### config.mk
export PLATFORM = sky130hd
export DESIGN_NAME = ncr_device_flat
export DESIGN_NICKNAME = d
export VERILOG_FILES = /design/src/shared/ncr_pkg.sv /design/src/shared/ncr_if.sv /design/src/rtl/ncr_device.sv /design/src/flat_wrapper.sv
export SDC_FILE = /design/constraint.sdc
export NUM_CORES = 1
export LEC_CHECK = 0
export BUFFER_PORTS_ARGS = -buffer_cell sky130_fd_sc_hd__buf_4
export CAP_MARGIN = 20
export CELL_PAD_IN_SITES_DETAIL_PLACEMENT = 0
export CELL_PAD_IN_SITES_GLOBAL_PLACEMENT = 1
export CORE_MARGIN = 3
export CORE_UTILIZATION = 33
export CTS_BUF_LIST = sky130_fd_sc_hd__clkbuf_16
export DETAILED_ROUTE_END_ITERATION = 12
export PLACE_DENSITY = 0.82
export SKIP_CTS_REPAIR_TIMING = 1
export SYNTH_ARGS = -nofsm -noshare
export SYNTH_HDL_FRONTEND = slang
export SYNTH_SLANG_ARGS = --single-unit
### constraint.sdc
create_clock -name CLK -period 2.2 [get_ports CLK]
set_input_delay 0.44 -clock CLK [delete_from_list [all_inputs] [get_ports CLK]]
set_output_delay 0.44 -clock CLK [all_outputs]
set_load 0.05 [all_outputs]
### src/shared/ncr_pkg.sv
// Constants shared by the command-register device end and its bus host end.
// Assumes one 25 MHz core clock and a synchronous active-high reset.
// ==========================================================================
package ncr_pkg;

  // ==========================================================================
  // Device register map
  localparam logic [3:0] CMD_OFFSET = 4'h0; // Command register in every page
  localparam logic [3:0] RBC_LO_OFFSET = 4'ha; // Remote byte count, page 0
  localparam logic [3:0] RBC_HI_OFFSET = 4'hb;
  localparam logic [1:0] PAGE_ZERO = 2'h0;

  // Command register fields
  localparam int STOP_POS = 0;
  localparam int START_POS = 1;
  localparam int TXP_POS = 2;
  localparam int RD_LSB = 3;
  localparam int RD_MSB = 5;
  localparam int PAGE_LSB = 6;
  localparam int PAGE_MSB = 7;
  localparam logic [7:0] CMD_RESET = 8'h21; // Stopped, abort code, page 0

  // Remote DMA command codes
  typedef enum logic [2:0]
  {
    RD_NONE = 3'h0,  // Not allowed, field ignored
    RD_READ = 3'h1,
    RD_WRITE = 3'h2,
    RD_SEND = 3'h3,
    RD_ABORT = 3'h4  // Any code with the top bit set
  } ncr_dma_e;

  // ==========================================================================
  // Host-side AHB register map (byte addresses, one word apart)
  localparam logic [7:0] H_ACCESS = 8'h00; // Launch access / busy and read data
  localparam logic [7:0] H_IRQ_STATUS = 8'h04;
  localparam logic [7:0] H_IRQ_MASK = 8'h08;
  localparam logic [7:0] H_LINK_STATE = 8'h0c;
  // Access word fields
  localparam int ACC_ADDR_LSB = 0;
  localparam int ACC_WDATA_LSB = 4;
  localparam int ACC_WRITE_POS = 12;
  localparam int ACC_BUSY_POS = 16;
  localparam int ACC_RDATA_LSB = 24;
  // Interrupt bits
  localparam int IRQ_DONE_POS = 0;  // Device access finished
  localparam int IRQ_RESET_POS = 1; // Reset-done flag rose
  localparam int IRQ_BITS = 2;

endpackage

### src/shared/ncr_if.sv
// Byte-wide register link between the bus host and the command-register device.
// Host holds req until it sees ack; device answers one cycle after taking it.
`timescale 1ns/1ps
interface ncr_if;
  logic req;        // Access request, held until ack
  logic we;         // High for a write
  logic [3:0] addr; // Register offset within the page
  logic [7:0] wdata;
  logic [7:0] rdata;
  logic ack;        // One-cycle answer
  logic reset_done; // Reset-done flag level

  modport dev
  (
    input req, we, addr, wdata,
    output rdata, ack, reset_done
  );

  modport host
  (
    output req, we, addr, wdata,
    input rdata, ack, reset_done
  );
endinterface

### src/rtl/ncr_device.sv
// Command register of the network core with its page decode and engine hand-off.
// Expects the host to hold req until ack; engines report busy levels and one-cycle done pulses.
//
// The AHB-Lite register port is this design's own decision.
`timescale 1ns/1ps
module ncr_device
(
  // Clock and reset
  input wire logic CLK,
  input wire logic RESET,
  // Register link
  ncr_if.dev BUS,
  // Page decoder side
  output logic [1:0] PAGE,
  output logic [3:0] REG_OFFSET,
  output logic [7:0] REG_WDATA,
  output logic REG_WE,
  output logic REG_RE,
  input wire logic [7:0] REG_RDATA,
  // Core state
  output logic CORE_ACTIVE,
  // Transmit engine
  output logic TX_START,
  input wire logic TX_BUSY,
  input wire logic TX_DONE,
  // Receive engine
  input wire logic RX_BUSY,
  // Remote DMA engine
  output ncr_pkg::ncr_dma_e DMA_CMD,
  output logic DMA_START,
  output logic DMA_ABORT,
  output logic DMA_FINISH,
  input wire logic DMA_DONE
);
  import ncr_pkg::*;

  // ==========================================================================
  // Access decode
  logic ack_q; // Answer strobe, also blocks retaking a held request
  logic [7:0] rdata_q;
  logic take;
  logic cmd_sel;
  logic cmd_wr;
  logic stop_q;
  logic start_q;
  logic txp_q;
  logic [2:0] rd_q;
  logic [1:0] page_q;
  logic dma_active_q;
  logic rbc_loaded_q; // Remote byte count rewritten since last start
  logic rst_done_q;
  logic [2:0] new_rd;
  logic rd_valid;
  logic same_rd;
  logic finish_now;
  logic dma_go;

  assign take = BUS.req && !ack_q;
  assign cmd_sel = BUS.addr == CMD_OFFSET;
  assign cmd_wr = take && BUS.we && cmd_sel;
  assign new_rd = BUS.wdata[RD_MSB:RD_LSB];
  // Codes 001..011 start work; 000 is refused and leaves the field alone
  assign rd_valid = !new_rd[2] && (new_rd != RD_NONE);
  assign same_rd = dma_active_q && (new_rd == rd_q);
  // Same command echoed with a transmit and no fresh count: finish at once
  assign finish_now = cmd_wr && rd_valid && same_rd && BUS.wdata[TXP_POS]
    && !rbc_loaded_q;
  // An echoed command is kept, and restarted only with a transmit and a fresh count
  assign dma_go = cmd_wr && rd_valid && !finish_now
    && (!same_rd || (BUS.wdata[TXP_POS] && rbc_loaded_q));

  // Other offsets go to the page decoder of the selected page
  assign PAGE = page_q;
  assign REG_OFFSET = BUS.addr;
  assign REG_WDATA = BUS.wdata;
  assign REG_WE = take && BUS.we && !cmd_sel;
  assign REG_RE = take && !BUS.we && !cmd_sel;

  // ==========================================================================
  // Link answer
  // Answer one cycle after the request is taken
  always_ff @(posedge CLK)
  begin
    if (RESET)
      ack_q <= 1'b0;
    else
      ack_q <= take;
  end

  // Read data; command reads show live bits, including a pending transmit
  always_ff @(posedge CLK)
  begin
    if (RESET)
      rdata_q <= 8'h00;
    else if (take && !BUS.we)
    begin
      if (cmd_sel)
        rdata_q <= {page_q, rd_q, txp_q, start_q, stop_q};
      else
        rdata_q <= REG_RDATA;
    end
  end

  assign BUS.ack = ack_q;
  assign BUS.rdata = rdata_q;

  // ==========================================================================
  // Stop, start and software reset
  // Stop is accepted whatever else is running
  always_ff @(posedge CLK)
  begin
    if (RESET)
      stop_q <= CMD_RESET[STOP_POS];
    else if (cmd_wr)
      stop_q <= BUS.wdata[STOP_POS];
  end

  // Start comes up clear and is the core's run request
  always_ff @(posedge CLK)
  begin
    if (RESET)
      start_q <= CMD_RESET[START_POS];
    else if (cmd_wr)
      start_q <= BUS.wdata[START_POS];
  end

  // New packets only while started and not stopped
  assign CORE_ACTIVE = start_q && !stop_q;

  // Reset is done only once frames in flight have drained
  always_ff @(posedge CLK)
  begin
    if (RESET)
      rst_done_q <= 1'b0;
    else if (stop_q && !TX_BUSY && !RX_BUSY)
      rst_done_q <= 1'b1;
    else if (!stop_q)
      rst_done_q <= 1'b0;
  end

  assign BUS.reset_done = rst_done_q;

  // ==========================================================================
  // Transmit
  // A zero in the bit is no command, so a DMA-only write leaves it alone
  always_ff @(posedge CLK)
  begin
    if (RESET)
      txp_q <= CMD_RESET[TXP_POS];
    else if (cmd_wr && BUS.wdata[TXP_POS] && !stop_q && !txp_q)
      txp_q <= 1'b1;
    else if (TX_DONE)
      txp_q <= 1'b0;
  end

  // Launch pulse; refused while stopped so no new frame leaves
  always_ff @(posedge CLK)
  begin
    if (RESET)
      TX_START <= 1'b0;
    else
      TX_START <= cmd_wr && BUS.wdata[TXP_POS] && !stop_q && !txp_q;
  end

  // ==========================================================================
  // Remote DMA
  // Command field; completion writes back the abort/complete code
  always_ff @(posedge CLK)
  begin
    if (RESET)
      rd_q <= CMD_RESET[RD_MSB:RD_LSB];
    else if (cmd_wr && new_rd[2])
      rd_q <= RD_ABORT;
    else if (finish_now)
      rd_q <= RD_ABORT;
    else if (dma_go)
      rd_q <= new_rd;
    else if (DMA_DONE)
      rd_q <= RD_ABORT;
  end

  // Activity flag; a start in the done cycle wins over the clear
  always_ff @(posedge CLK)
  begin
    if (RESET)
      dma_active_q <= 1'b0;
    else if (dma_go)
      dma_active_q <= 1'b1;
    else if ((cmd_wr && new_rd[2]) || finish_now || DMA_DONE)
      dma_active_q <= 1'b0;
  end

  // Tracks a fresh byte count so an echoed command can restart
  always_ff @(posedge CLK)
  begin
    if (RESET)
      rbc_loaded_q <= 1'b0;
    else if (take && BUS.we && page_q == PAGE_ZERO
             && (BUS.addr == RBC_LO_OFFSET || BUS.addr == RBC_HI_OFFSET))
      rbc_loaded_q <= 1'b1;
    else if (dma_go || finish_now)
      rbc_loaded_q <= 1'b0;
  end

  // Engine strobes; abort only stops the engine, its address counters hold
  always_ff @(posedge CLK)
  begin
    if (RESET)
    begin
      DMA_START <= 1'b0;
      DMA_ABORT <= 1'b0;
      DMA_FINISH <= 1'b0;
    end
    else
    begin
      DMA_START <= dma_go;
      DMA_ABORT <= cmd_wr && new_rd[2] && dma_active_q;
      DMA_FINISH <= finish_now;
    end
  end

  assign DMA_CMD = ncr_dma_e'(rd_q);

  // ==========================================================================
  // Page select, writable at any time
  always_ff @(posedge CLK)
  begin
    if (RESET)
      page_q <= CMD_RESET[PAGE_MSB:PAGE_LSB];
    else if (cmd_wr)
      page_q <= BUS.wdata[PAGE_MSB:PAGE_LSB];
  end

endmodule

### src/flat_wrapper.sv
// flat-port wrapper written by rule: the top's interface ports become plain ports
module ncr_device_flat import ncr_pkg::*;
  (CLK, RESET, PAGE, REG_OFFSET, REG_WDATA, REG_WE, REG_RE, REG_RDATA, CORE_ACTIVE, TX_START, TX_BUSY, TX_DONE, RX_BUSY, DMA_CMD, DMA_START, DMA_ABORT, DMA_FINISH, DMA_DONE, BUS_req, BUS_we, BUS_addr, BUS_wdata, BUS_rdata, BUS_ack, BUS_reset_done);
  ncr_if BUS_i ();
  input wire logic CLK;
  input wire logic RESET;
  output logic [1:0] PAGE;
  output logic [3:0] REG_OFFSET;
  output logic [7:0] REG_WDATA;
  output logic REG_WE;
  output logic REG_RE;
  input wire logic [7:0] REG_RDATA;
  output logic CORE_ACTIVE;
  output logic TX_START;
  input wire logic TX_BUSY;
  input wire logic TX_DONE;
  input wire logic RX_BUSY;
  output ncr_pkg::ncr_dma_e DMA_CMD;
  output logic DMA_START;
  output logic DMA_ABORT;
  output logic DMA_FINISH;
  input wire logic DMA_DONE;
  input wire logic [$bits(BUS_i.req)-1:0] BUS_req;
  input wire logic [$bits(BUS_i.we)-1:0] BUS_we;
  input wire logic [$bits(BUS_i.addr)-1:0] BUS_addr;
  input wire logic [$bits(BUS_i.wdata)-1:0] BUS_wdata;
  output wire logic [$bits(BUS_i.rdata)-1:0] BUS_rdata;
  output wire logic [$bits(BUS_i.ack)-1:0] BUS_ack;
  output wire logic [$bits(BUS_i.reset_done)-1:0] BUS_reset_done;
  assign BUS_i.req = BUS_req;
  assign BUS_i.we = BUS_we;
  assign BUS_i.addr = BUS_addr;
  assign BUS_i.wdata = BUS_wdata;
  assign BUS_rdata = BUS_i.rdata;
  assign BUS_ack = BUS_i.ack;
  assign BUS_reset_done = BUS_i.reset_done;
  ncr_device u_core (.CLK(CLK), .RESET(RESET), .BUS(BUS_i), .PAGE(PAGE), .REG_OFFSET(REG_OFFSET), .REG_WDATA(REG_WDATA), .REG_WE(REG_WE), .REG_RE(REG_RE), .REG_RDATA(REG_RDATA), .CORE_ACTIVE(CORE_ACTIVE), .TX_START(TX_START), .TX_BUSY(TX_BUSY), .TX_DONE(TX_DONE), .RX_BUSY(RX_BUSY), .DMA_CMD(DMA_CMD), .DMA_START(DMA_START), .DMA_ABORT(DMA_ABORT), .DMA_FINISH(DMA_FINISH), .DMA_DONE(DMA_DONE));
endmodule
* Word-level counts from Yosys, hierarchy flattened
Index checks and enable logic that the tools add are counted.
** Word-level totals
- Register bits :: 24
- Latch bits :: 0
- RAM bits :: 0
- Bits in read-only memories :: 0
- Input port bits :: 28
- Output and inout bits :: 34
- Memories kept :: 0
** Cells by class
- $add $sub $neg :: 0
- Multipliers :: 0
- Divide/modulo/power cells :: 0
- Order comparisons :: 0
- Equality and inequality tests :: 4
- Shift-type cells :: 0
- Mux-type cells :: 11
- Bitwise operators :: 0
- Reduce and logical (&&, ||, !) cells :: 49
** Operator list (count)
- $logic_and 1x1->1 :: 25
- $logic_not 1->1 :: 11
- $eq 4x4->1 const B :: 2
- $mux 1 :: 8
- $mux 8 :: 1
- $reduce_bool 2->1 :: 4
- $mux 3 :: 2
- $logic_or 1x1->1 :: 5
- $logic_not 4->1 :: 1
- $eq 3x3->1 :: 1
- $reduce_bool 3->1 :: 1
- $reduce_or 3->1 :: 1
- $logic_not 2->1 :: 1
- $ne 2x2->1 const B :: 1

* Longest topological paths before layout
- Word-level depth :: 14
- Gate-level depth with buffers :: 6
- Mapped depth without buffers :: 4

* Worst setup path before layout
OpenSTA, ideal clock, no wires.
- Path type :: register to output
- Start point :: register u_core.ack_q, in the netlist u_core.BUS.ack
- End point :: output REG_RE
- Data arrival time :: 1.800 ns
- Slack :: -0.040 ns
- Cell stages (with the launch flop) :: 3
- Buffers on the path :: 0
- Cell sequence :: dfxtp_1 > nand2b_1 > nor3_1
** On the way
- Longest elaborated chain between the ends :: 4
** RTL lines
- from (decl) :: RTL line ncr_device.sv:39 : logic ack_q;
- from (signal assigned) :: RTL line ncr_device.sv:87 : ack_q <= take;
- $logic_not 1->1 :: RTL line ncr_device.sv:58 : assign take = BUS.req && !ack_q;
- $logic_and 1x1->1 :: RTL line ncr_device.sv:58
- $logic_and 1x1->1 (2 in series) :: RTL line ncr_device.sv:77 : assign REG_RE = take && !BUS.we && !cmd_sel;
- to (decl) :: RTL line flat_wrapper.sv:11 : output logic REG_RE;
Every way passes these cells.

* Worst setup path in the final report
- Start point :: input BUS_addr[3]
- End point :: output REG_WE
** On the way
- Longest elaborated chain between the ends :: 3
** RTL lines
- from (decl) :: RTL line flat_wrapper.sv:25 : input wire logic [$bits(BUS_i.addr)-1:0] BUS_addr;
- $logic_not 4->1 :: RTL line ncr_device.sv:59 : assign cmd_sel = BUS.addr == CMD_OFFSET;
- $logic_not 1->1 :: RTL line ncr_device.sv:76 : assign REG_WE = take && BUS.we && !cmd_sel;
- $logic_and 1x1->1 :: RTL line ncr_device.sv:76
- to (decl) :: RTL line flat_wrapper.sv:10 : output logic REG_WE;
Every way passes these cells.

==> metrics.yaml <==
cts_made_buffers: 3
start_util_pct: 36.4
place_area_sq_mm: 0.00158
grt_max_degree: 23
r2r_start: "u_core.BUS.ack$_SDFF_PP0_"
regArea_sq_um: 480
min_period_ps: 1830
ys_async_sr_fraction_pct: 0
io_buffers: 61
outcome: "finished, final reports clean"
tightestPinTransition_ps: 523
htree_levels: 1
fmaxAchievable_ghz: 0.545
ff2ff_path_depth: 4
first_pass_iters: 4
track_usage_pct: 15.0
gr-usage-met2_pct: 23.8
area_delta_synth_final_pct: 45.0
hold_violations: 0
gr-max-usage-layer: "met2"
clock_path_buffers: 2
grt_use_met3_pct: 3.59
synth_cell_types: 35
multi_input_area_sq_um: 561
syn_area_sq_mm: 0.00116
startpoint: "BUS_addr[3]"
min_from: "BUS_wdata[0]"
peakVddDrop_mv: 0.269
die_area_sq_mm: 0.00428
gr-total-overflow: 0
min_path_type: "primary input to flip-flop"
dp_hpwl_um: 2470
fin_tns_setup_ps: 0
n_antenna_cell: 0
rsz0062_at_grt: "false"
crit_fanout: 7
critPathRequiredTime_ps: 1760
post-route-period-util_pct: 83.4
netlist_instances: 129
gr-usage-met1_pct: 20.4
finClkSkew_ps: 6.55
drt_iter0_drc: 26
place.gp.congestion: 0.869
whs_path_depth: 3
critPathArrivalTime_ps: 1390
start_kind: "primary input"
maxCapViolCount: 0
worst-setup-path-type: "primary input to output port"
num_vias: 1103
synth_nets: 157
slew_viol_final: 0
setup_viol: 0
cts_tree: "yes"
synth_edf_count: 0
die-width_um: 65.4
insertion_delay_ps: 260
max-slew-margin-rel_pct: 64.9
vias_per_cell: 4.95
critPathCaptureType: "output port"
grt_pass1_vias: 1052
yosys_warnings: 0
coreArea_sq_mm: 0.00320
power.density_mw_per_mm2: 719
wirelength_um: 3140
clockRootBuffer: "clkbuf_16"
drc: 0
antenna_found_initial: 0
synth_area_per_cell_sq_um: 9.03
clk_pin_slew_worst_paths_ps: 60
drive_gt1_share_pct: 41.3
synth_seq_cells: 24
cts_sinks: 24
p_leak_uw: 0.000705
rows: 20
die_h_um: 65.4
synth_flop_cell: "dfxtp_1"
nNetsFinal: 208
io_pins: 62
grt_pass1_wl_um: 5020
synth_seq_area_share_pct: 41.2
wl_per_cell_um: 14.1
ant_nets: 0
nFillCells: 329
finish.instance_area_sq_mm: 0.00169
[cell families (layout without fill, tap and decap cells)]
family	Yosys count	in the layout	synth area share (%)
simple gates	50	50	24.6
compound gates	24	24	14.0
flops	24	24	41.2
buf+inv	20	70	11.1
mux	8	8	6.87
xor+xnor	3	3	2.26
[final timing paths]
path                                                          to  slack [ps]
worst max register to register  u_core.dma_active_q$_SDFFE_PP0P_         770
worst max-delay path                                      REG_WE         370
worst min-delay path                  u_core.stop_q$_SDFFE_PP1N_         400
worst min register to register        u_core.TX_START$_SDFF_PP0_         490
[final cells by class]
| class | count | share of cell area (%) |
|---|---|---|
| inverters | 2 | 0.444 |
| clock buffers | 3 | 4.44 |
| well taps | 44 | 3.26 |
| repair buffers | 64 | 28.4 |
| multi-input cells | 85 | 33.2 |
| flip-flops and latches | 24 | 28.4 |
| clock inverters | 1 | 1.78 |
[layout by cell type, fill, tap and decap left out]
master     instances
buf_4             64
dfxtp_1           24
nor2_1            13
mux2i_1            8
a211oi_1           8
nand2_1            8
a21oi_1            7
nor2b_1            4
nand4_1            4
nand2b_1           3
xnor2_1            3
nand3_1            3
nor4_1             3
o21ai_0            3
clkbuf_16          3
inv_1              2
nand3b_1           2
nor4_4             1
and3b_1            1
nor3_2             1
nand2_4            1
o21ba_2            1
a31oi_1            1
o31ai_2            1
a21boi_0           1
and2_1             1
o32ai_1            1
or2_2              1
a21o_1             1
or3_1              1
nor3b_1            1
and4_1             1
nor4b_1            1
bufinv_16          1
[state kept, by name (all words and copies together) (netlist names)]
name / flops
u_core.BUS.rdata: 8
u_core.stop_q: 1
u_core.DMA_START: 1
u_core.BUS.reset_done: 1
u_core.PAGE: 2
u_core.txp_q: 1
u_core.BUS.ack: 1
u_core.rbc_loaded_q: 1
u_core.DMA_CMD: 3
u_core.dma_active_q: 1
u_core.TX_START: 1
u_core.DMA_FINISH: 1
u_core.DMA_ABORT: 1
u_core.start_q: 1
[power breakdown]
part | leakage [uW] | total, uW | internal (uW) | switching, uW
Combinational | 0.000459 | 244 | 88.5 | 155
Clock | 0.0000511 | 516 | 361 | 155
Sequential | 0.000195 | 455 | 448 | 7.38
Total | 0.000705 | 1210 | 898 | 317
[through the flow]
stage	hold slack [ps]	cells	worst slack, ps	total power [uW]	utilization (%)
after floorplan	437	129	61.2	626	-
after global placement	479	219	396	706	49.5
after detailed placement	478	219	325	709	49.5
after CTS	405	223	348	1220	52.7
after global routing	414	223	294	1260	52.7
final	402	223	365	1210	52.7
[worst max-delay path: stages]
cell and delay, ps:
buf_4 120, nor4_4 520, nor2b_1 100, buf_4 210
[per-layer routing]
layer	vias up	share of wire [%]
met4	0	0.92
li1	552	-
met2	38	45
met1	509	48
met3	4	5.9
met5	-	0
[cells in the mapped netlist, types with 2 or more instances]
master	count	area share, %
nor2b_1	4	2.1
nand3b_1	2	1.3
clkbuf_1	4	1.3
nor4_1	3	1.6
inv_1	2	0.64
dfxtp_1	24	41
nand4_1	4	2.1
mux2i_1	8	6.9
nor2_1	13	4.2
nand2b_1	3	1.6
buf_4	12	7.7
nand2_1	8	2.6
o21ai_0	3	1.3
a21oi_1	7	3.0
nand3_1	3	1.3
a211oi_1	8	5.2
xnor2_1	3	2.3
Power figures use the tool's default switching activity.
